File: src/pkg/cid_cfg.svh
// Constants of the object dictionary: object indexes, fixed values, abort codes, timing.
`ifndef CID_CFG_SVH
`define CID_CFG_SVH

// ----------------------------------------
// Object indexes
// ----------------------------------------
`define CID_IDX_NMT 16'h0000
`define CID_IDX_PROFILE 16'h1000
`define CID_IDX_FAULT 16'h1001
`define CID_IDX_SYNC 16'h1005
`define CID_IDX_NAME 16'h1008
`define CID_IDX_HEARTBEAT 16'h1017
`define CID_IDX_IDENTITY 16'h1018
`define CID_IDX_VALVE_PART 16'h2049
`define CID_IDX_VALVE_REV 16'h204A
`define CID_IDX_VALVE_SER 16'h204B

// ----------------------------------------
// Fixed values and identity sub-indexes
// ----------------------------------------
`define CID_PROFILE_VAL 32'h0000_0000
`define CID_SYNC_VAL 32'h0000_0080
`define CID_ID_ENTRIES 8'h08
`define CID_SUB_VALVE_PART 8'h05
`define CID_SUB_VALVE_REV 8'h06
`define CID_SUB_VALVE_SER 8'h07
`define CID_REV_BASE 16'h0001
`define CID_REV_PRELIM_BASE 16'h0064

// ----------------------------------------
// Abort codes
// ----------------------------------------
`define CID_ABT_READ_ONLY 32'h0601_0002
`define CID_ABT_WRITE_ONLY 32'h0601_0001
`define CID_ABT_NO_OBJECT 32'h0602_0000
`define CID_ABT_NO_SUB 32'h0609_0011

// ----------------------------------------
// Timing
// ----------------------------------------
`define CID_CLK_PERIOD_PS 4000
`define CID_MS_PS 1000000000
`define CID_MS_CYCLES (`CID_MS_PS / `CID_CLK_PERIOD_PS)

`endif

File: src/pkg/cid_pkg.sv
// Types shared by the object dictionary and its users.
package cid_pkg;

	// SDO request as seen by the dictionary
	typedef struct packed {
		logic valid;
		logic write;
		logic [15:0] index;
		logic [7:0] subindex;
		logic [31:0] wdata;
	} cid_req_t;

	// SDO answer
	typedef struct packed {
		logic valid;
		logic abort;
		logic [31:0] data;
		logic [31:0] abort_code;
	} cid_rsp_t;

	// Identity figures supplied by the node
	typedef struct packed {
		logic [31:0] product_code;
		logic [31:0] product_serial;
		logic [31:0] valve_code;
		logic [31:0] valve_serial;
		logic [31:0] valve_type;
		logic [15:0] can_major;
		logic [7:0] part_rev_step;
		logic part_rev_prelim;
		logic [7:0] valve_rev_step;
		logic valve_rev_prelim;
	} cid_ident_t;

endpackage : cid_pkg

File: src/verilog/cid_dictionary.sv
// Object dictionary of the node: SDO answers and heartbeat timing.
`timescale 1ns/1ps
`include "cid_cfg.svh"

module cid_dictionary import cid_pkg::*; #(
	parameter int MS_CYCLES = `CID_MS_CYCLES,
	parameter logic [31:0] VENDOR_CODE = 32'h0000_5A5A, // Arbitrary value
	parameter logic [31:0] NAME_TEXT = 32'h4E4F_4445 // Arbitrary value, "NODE"
) (
	input wire logic clock,
	input wire logic sys_rst,
	input wire cid_req_t req,
	input wire cid_ident_t ident,
	input wire logic [7:0] fault_summary,
	input wire logic [15:0] heartbeat_period_ms,
	output cid_rsp_t rsp_r,
	output logic hb_pulse_r,
	output logic [15:0] nmt_cmd_r,
	output logic nmt_strobe_r
);

	// ----------------------------------------
	// Elaboration check
	// ----------------------------------------
	if (MS_CYCLES < 1) begin : g_bad_ms
		$error("MS_CYCLES must be at least one");
	end

	// ----------------------------------------
	// Helpers
	// ----------------------------------------
	// Numeric revision: release steps from 1, preliminary steps from 100
	function automatic logic [15:0] rev_code(input logic [7:0] step, input logic prelim);
		logic [15:0] base;
		base = prelim ? `CID_REV_PRELIM_BASE : `CID_REV_BASE;
		if (prelim) begin
			rev_code = base + {8'h00, step};
		end else begin
			rev_code = base + {8'h00, step};
		end
	endfunction : rev_code

	// One identity record word per sub-index
	function automatic logic [31:0] ident_word(input cid_ident_t id, input logic [7:0] sub);
		logic [31:0] w;
		w = 32'h0000_0000;
		case (sub)
			8'h00: w = {24'h00_0000, `CID_ID_ENTRIES};
			8'h01: w = VENDOR_CODE;
			8'h02: w = id.product_code;
			8'h03: w = {id.can_major, rev_code(id.part_rev_step, id.part_rev_prelim)};
			8'h04: w = id.product_serial;
			8'h05: w = id.valve_code;
			8'h06: w = {16'h0000, rev_code(id.valve_rev_step, id.valve_rev_prelim)};
			8'h07: w = id.valve_serial;
			8'h08: w = id.valve_type;
			default: w = 32'h0000_0000;
		endcase
		ident_word = w;
	endfunction : ident_word

	// ----------------------------------------
	// Sampled node values
	// ----------------------------------------
	logic [7:0] fault_r;
	logic [15:0] period_r;

	// Error summary and heartbeat period follow the node each cycle
	always_ff @(posedge clock) begin
		if (sys_rst) begin
			fault_r <= 8'h00;
			period_r <= 16'h0000;
		end else begin
			fault_r <= fault_summary;
			period_r <= heartbeat_period_ms;
		end
	end

	// ----------------------------------------
	// Object decode
	// ----------------------------------------
	logic found;
	logic sub_ok;
	logic writable;
	logic [31:0] rd_data;
	cid_rsp_t rsp_nxt;

	// Look up the addressed object
	always_comb begin
		found = 1'b1;
		sub_ok = (req.subindex == 8'h00);
		writable = 1'b0;
		rd_data = 32'h0000_0000;
		if (req.index == `CID_IDX_NMT) begin
			writable = 1'b1;
		end else if (req.index == `CID_IDX_PROFILE) begin
			rd_data = `CID_PROFILE_VAL;
		end else if (req.index == `CID_IDX_FAULT) begin
			rd_data = {24'h00_0000, fault_r};
		end else if (req.index == `CID_IDX_SYNC) begin
			rd_data = `CID_SYNC_VAL;
		end else if (req.index == `CID_IDX_NAME) begin
			rd_data = NAME_TEXT;
		end else if (req.index == `CID_IDX_HEARTBEAT) begin
			rd_data = {16'h0000, period_r};
		end else if (req.index == `CID_IDX_IDENTITY) begin
			sub_ok = (req.subindex <= `CID_ID_ENTRIES);
			rd_data = ident_word(ident, req.subindex);
		end else if (req.index == `CID_IDX_VALVE_PART) begin
			rd_data = ident_word(ident, `CID_SUB_VALVE_PART);
		end else if (req.index == `CID_IDX_VALVE_REV) begin
			rd_data = ident_word(ident, `CID_SUB_VALVE_REV);
		end else if (req.index == `CID_IDX_VALVE_SER) begin
			rd_data = ident_word(ident, `CID_SUB_VALVE_SER);
		end else begin
			found = 1'b0;
		end
	end

	// Build the answer, aborting bad accesses
	always_comb begin
		rsp_nxt = '0;
		rsp_nxt.valid = req.valid;
		if (!found) begin
			rsp_nxt.abort = req.valid;
			rsp_nxt.abort_code = `CID_ABT_NO_OBJECT;
		end else if (!sub_ok) begin
			rsp_nxt.abort = req.valid;
			rsp_nxt.abort_code = `CID_ABT_NO_SUB;
		end else if (req.write && !writable) begin
			rsp_nxt.abort = req.valid;
			rsp_nxt.abort_code = `CID_ABT_READ_ONLY;
		end else if (!req.write && writable) begin
			rsp_nxt.abort = req.valid;
			rsp_nxt.abort_code = `CID_ABT_WRITE_ONLY;
		end else if (!req.write) begin
			rsp_nxt.data = rd_data;
		end
		if (!req.valid) begin
			rsp_nxt = '0;
		end
	end

	// Answer register, one cycle after the request
	always_ff @(posedge clock) begin
		if (sys_rst) begin
			rsp_r <= '0;
		end else begin
			rsp_r <= rsp_nxt;
		end
	end

	// ----------------------------------------
	// Network management command
	// ----------------------------------------
	always_ff @(posedge clock) begin
		if (sys_rst) begin
			nmt_cmd_r <= 16'h0000;
			nmt_strobe_r <= 1'b0;
		end else begin
			nmt_strobe_r <= req.valid && req.write && writable && sub_ok;
			if (req.valid && req.write && writable && sub_ok) begin
				nmt_cmd_r <= req.wdata[15:0];
			end
		end
	end

	// ----------------------------------------
	// Heartbeat timing
	// ----------------------------------------
	logic [$clog2(MS_CYCLES + 1)-1:0] tick_r;
	logic [15:0] ms_r;
	logic ms_tick;

	assign ms_tick = (tick_r == ($bits(tick_r))'(MS_CYCLES - 1));

	// Millisecond prescaler and period counter; idle while period is zero
	always_ff @(posedge clock) begin
		if (sys_rst || period_r == 16'h0000) begin
			tick_r <= '0;
			ms_r <= 16'h0000;
			hb_pulse_r <= 1'b0;
		end else begin
			hb_pulse_r <= 1'b0;
			if (ms_tick) begin
				tick_r <= '0;
				if (ms_r >= period_r - 16'h0001) begin
					ms_r <= 16'h0000;
					hb_pulse_r <= 1'b1;
				end else begin
					ms_r <= ms_r + 16'h0001;
				end
			end else begin
				tick_r <= tick_r + 1'b1;
			end
		end
	end
endmodule : cid_dictionary

File: config.mk
export PLATFORM = sky130hd
export DESIGN_NAME = cid_dictionary
export DESIGN_NICKNAME = d
export VERILOG_FILES = /design/src/pkg/cid_pkg.sv /design/src/verilog/cid_dictionary.sv
export VERILOG_INCLUDE_DIRS = /design/src /design/src/pkg
export SDC_FILE = /design/constraint.sdc
export NUM_CORES = 1
export LEC_CHECK = 0
export BUFFER_PORTS_ARGS = -buffer_cell sky130_fd_sc_hd__buf_4
export CORE_AREA = 2 2 141 143
export CTS_BUF_LIST = sky130_fd_sc_hd__clkbuf_4
export CTS_CLUSTER_DIAMETER = 60
export DETAILED_ROUTE_END_ITERATION = 16
export DIE_AREA = 0 0 143 145
export PLACE_DENSITY = 0.75
export SKIP_LAST_GASP = 1
export SLEW_MARGIN = 40
export SYNTH_ARGS = -nofsm -noshare
export SYNTH_HDL_FRONTEND = slang
export SYNTH_SLANG_ARGS = --single-unit
File: constraint.sdc
create_clock -name clock -period 3.8 [get_ports clock]
set_input_delay 0.57 -clock clock [delete_from_list [all_inputs] [get_ports clock]]
set_output_delay 0.57 -clock clock [all_outputs]
set_load 0.01 [all_outputs]
==> impl_metrics.yaml <==
critical_path:
  cp_slowest_cell: "or4_4"
  critPathBufInv: 2
  r2r_cells: 13
  cp.arrival_ns: 3.99
  cpPeakStageDelay_ns: 0.47
  crit_required_ns: 4.27
  reg2reg_slack_ns: 0.29
  r2r-start: "period_r[4]$_SDFF_PP0_"
  endpoint_kind: "flip-flop"
  timing.rr.end: "ms_r[12]$_SDFFE_PP0N_"
  crit_family: "simple AND/OR/NAND/NOR gates"
  crit_fanout: 16
  crit_type: "reg2reg"
  path_cells: "or3_4, or4_1, or4_4, nor3_2, xnor2_1, ha_1, a21oi_1, o21ai_0, a2111oi_2, buf_4, nor3_2, buf_4, nor3_1"
  start_kind: "flip-flop"
placement:
  hpwlAfterDp_um: 24200
  finalWeightedCongestion: 0.953
  portBuffers: 321
  pre_cts_ws_ns: 0.189
logic_synthesis:
  synthCells: 992
  yosys_most_used_dff: "dfxtp_1"
  seq_area_frac_synth_pct: 28.8
  synth_warnings: 0
  synth-async-reset-ratio_pct: 0
  synth_seq_cells: 115
  synth_area_um2: 7990
  synth_area_per_cell_um2: 8.06
  synth_edf_count: 0
  ys_types: 82
worst_hold_path:
  hp-start: "heartbeat_period_ms[13]"
  hold_path_depth: 2
  hold_class: "in2reg"
  hold_path_end: "period_r[13]$_SDFF_PP0_"
floorplanning:
  die_w_um: 143
  core_um2: 19200
  die_area_um2: 20700
  core.rowCount: 51
  io-pin-count: 362
  die_h_um: 145
  start_util_pct: 41.6
detailed_routing:
  viasPerCell: 5.69
  ant_nets: 0
  drcViolationCount: 0
  wirelength_um: 30600
  first_iter_violations: 936
  dr.pass1.iters: 5
  wl_per_cell_um: 19.5
  vias: 8929
timing:
  fin_tns_setup_ns: 0
  post-route-period-util_pct: 92.5
  slew-limit-headroom_pct: 42.1
  finClkSkew_ns: 0.0229
  fmax_mhz: 285
  rsz0062_at_grt: "false"
  setup_viol: 0
  hold_violations: 0
  final_max_slew_viol_count: 0
  timing.final.ws_setup_ns: 0.286
  worst_pin_slew_ns: 0.867
  fin_crit_ns: 3.51
clock_tree:
  clockRootBuffer: "clkbuf_4"
  cts.sinks: 115
  clock_path_buffers: 2
  clock_latency_ns: 0.54
  postCtsSetupRepairBufs: 0
  numCtsBuffers: 17
  cts_resized: 0
  clk_pin_slew_worst_paths_ns: 0.12
  ctsHoldBuffers: 0
  cts_tree: "yes"
  h-tree-depth: 4
cells_and_area:
  syn2layout_area_growth_pct: 35.5
  layout_common_cells: "buf_4, dfxtp_1, nor2_1, nand2_1, a22oi_1"
  nets: 1601
  final_core_util_pct: 56.4
  layout_commonest_cell: "buf_4"
  fill_cells: 1831
  drive_above_1_share_pct: 31.7
outcome:
  status: "finished clean"
global_route:
  grt_max_degree: 44
  grt_pass1_vias: 8583
  antenna_found_initial: 1
  grt_pass1_wl_um: 46500
  grt_overflow: 0
  track_usage_pct: 28.8
power_and_ir_drop:
  powerDensity_nw_per_um2: 267
  vdd_drop_max_mv: 0.191
  p_leak_nw: 4.52
job:
  timing.max_cap.violations: 0
==> cell type report <==
type | instances | area (um^2) | share of cell area, %
multi-input combinational | 787 | 5200 | 48.0
clock inverter | 14 | 185 | 1.71
inverter | 28 | 105 | 0.970
sequential | 115 | 2300 | 21.3
antenna | 1 | 2.50 | 0.0231
clock buffer | 18 | 135 | 1.25
tap | 265 | 332 | 3.06
timing repair buffer | 342 | 2570 | 23.7
==> cell usage after synthesis (all sizes together) (28+ instances only) <==
cell type	n	share of area, %
dfxtp	115	29
nor2	99	4.7
nand2	88	4.2
a22oi	54	5.1
buf	53	4.8
a21oi	42	2.6
nor3	40	2.8
mux2i	39	4.9
nand3	37	2.4
xnor2	36	3.9
o21ai	34	2.1
nor2b	33	2.6
clkbuf	32	1.5
ha	32	5.0
inv	28	1.3
==> worst reg2reg max path: stages (launching register included) <==
cell and delay [ns]:
dfxtp_1 0.34, or3_4 0.40, or4_1 0.44, or4_4 0.47, nor3_2 0.14, xnor2_1 0.14
ha_1 0.27, a21oi_1 0.19, o21ai_0 0.14, a2111oi_2 0.35, buf_4 0.17, nor3_2 0.03
buf_4 0.19, nor3_1 0.19
==> kinds of logic after synthesis <==
family	Yosys count	share of synthesized area, %
AND/OR/NAND/NOR	379	24.4
buffers and inverters	113	7.59
other	1	0.0469
XOR/XNOR	54	5.92
AO/OA/AOI/OAI	248	21.9
adder cells (fa/ha/maj)	32	5.01
flip-flops	115	28.8
multiplexers	50	6.43
==> how the worst max path moves through the flow <==
stage	startpoint	to	depth (start not counted)
global placement	period_r[4]$_SDFF_PP0_	hb_pulse_r$_SDFF_PP0_	13
finish	period_r[4]$_SDFF_PP0_	ms_r[12]$_SDFFE_PP0N_	13
CTS	period_r[4]$_SDFF_PP0_	ms_r[15]$_SDFFE_PP0N_	13
detailed placement	period_r[4]$_SDFF_PP0_	ms_r[15]$_SDFFE_PP0N_	13
floorplan	period_r[4]$_SDFF_PP0_	ms_r[10]$_SDFFE_PP0N_	12
global route	period_r[4]$_SDFF_PP0_	ms_r[3]$_SDFFE_PP0N_	13
==> state kept, by name (all words and copies together), names as in the netlist <==
| register | flops |
|---|---|
| rsp_r | 39 |
| nmt_cmd_r | 16 |
| ms_r | 16 |
| period_r | 16 |
| nmt_strobe_r | 1 |
| hb_pulse_r | 1 |
| tick_r | 18 |
| fault_r | 8 |
==> power by group <==
part           total (W)  switching, W  leakage, nW  internal, W
registers        0.00124     0.0000201        0.934      0.00122
clock network    0.00104      0.000515        0.170     0.000527
logic           0.000610      0.000294         3.42     0.000316
total            0.00290      0.000829         4.52      0.00207
==> per-stage QoR <==
stage | cell area, um^2 | power (W) | cells | hold WS, ns
2_1_floorplan | 8080 | 0.00157 | 1015 | 0.411
3_3_place_gp | 10500 | 0.00186 | 1537 | 0.426
3_5_place_dp | 10500 | 0.00187 | 1537 | 0.435
4_1_cts | 10800 | 0.00290 | 1569 | 0.196
5_1_grt | 10800 | 0.00302 | 1570 | 0.194
6_report | 10800 | 0.00290 | 1570 | 0.231
==> per-layer routing <==
metal	share of wire, %	up-vias	GRT usage [%]
met3	10	82	9.24
met5	0	-	0
met4	3.7	0	11.2
li1	-	4203	-
met2	45	506	45.1
met1	41	4138	36.6
(Power assumes the default switching activity.)
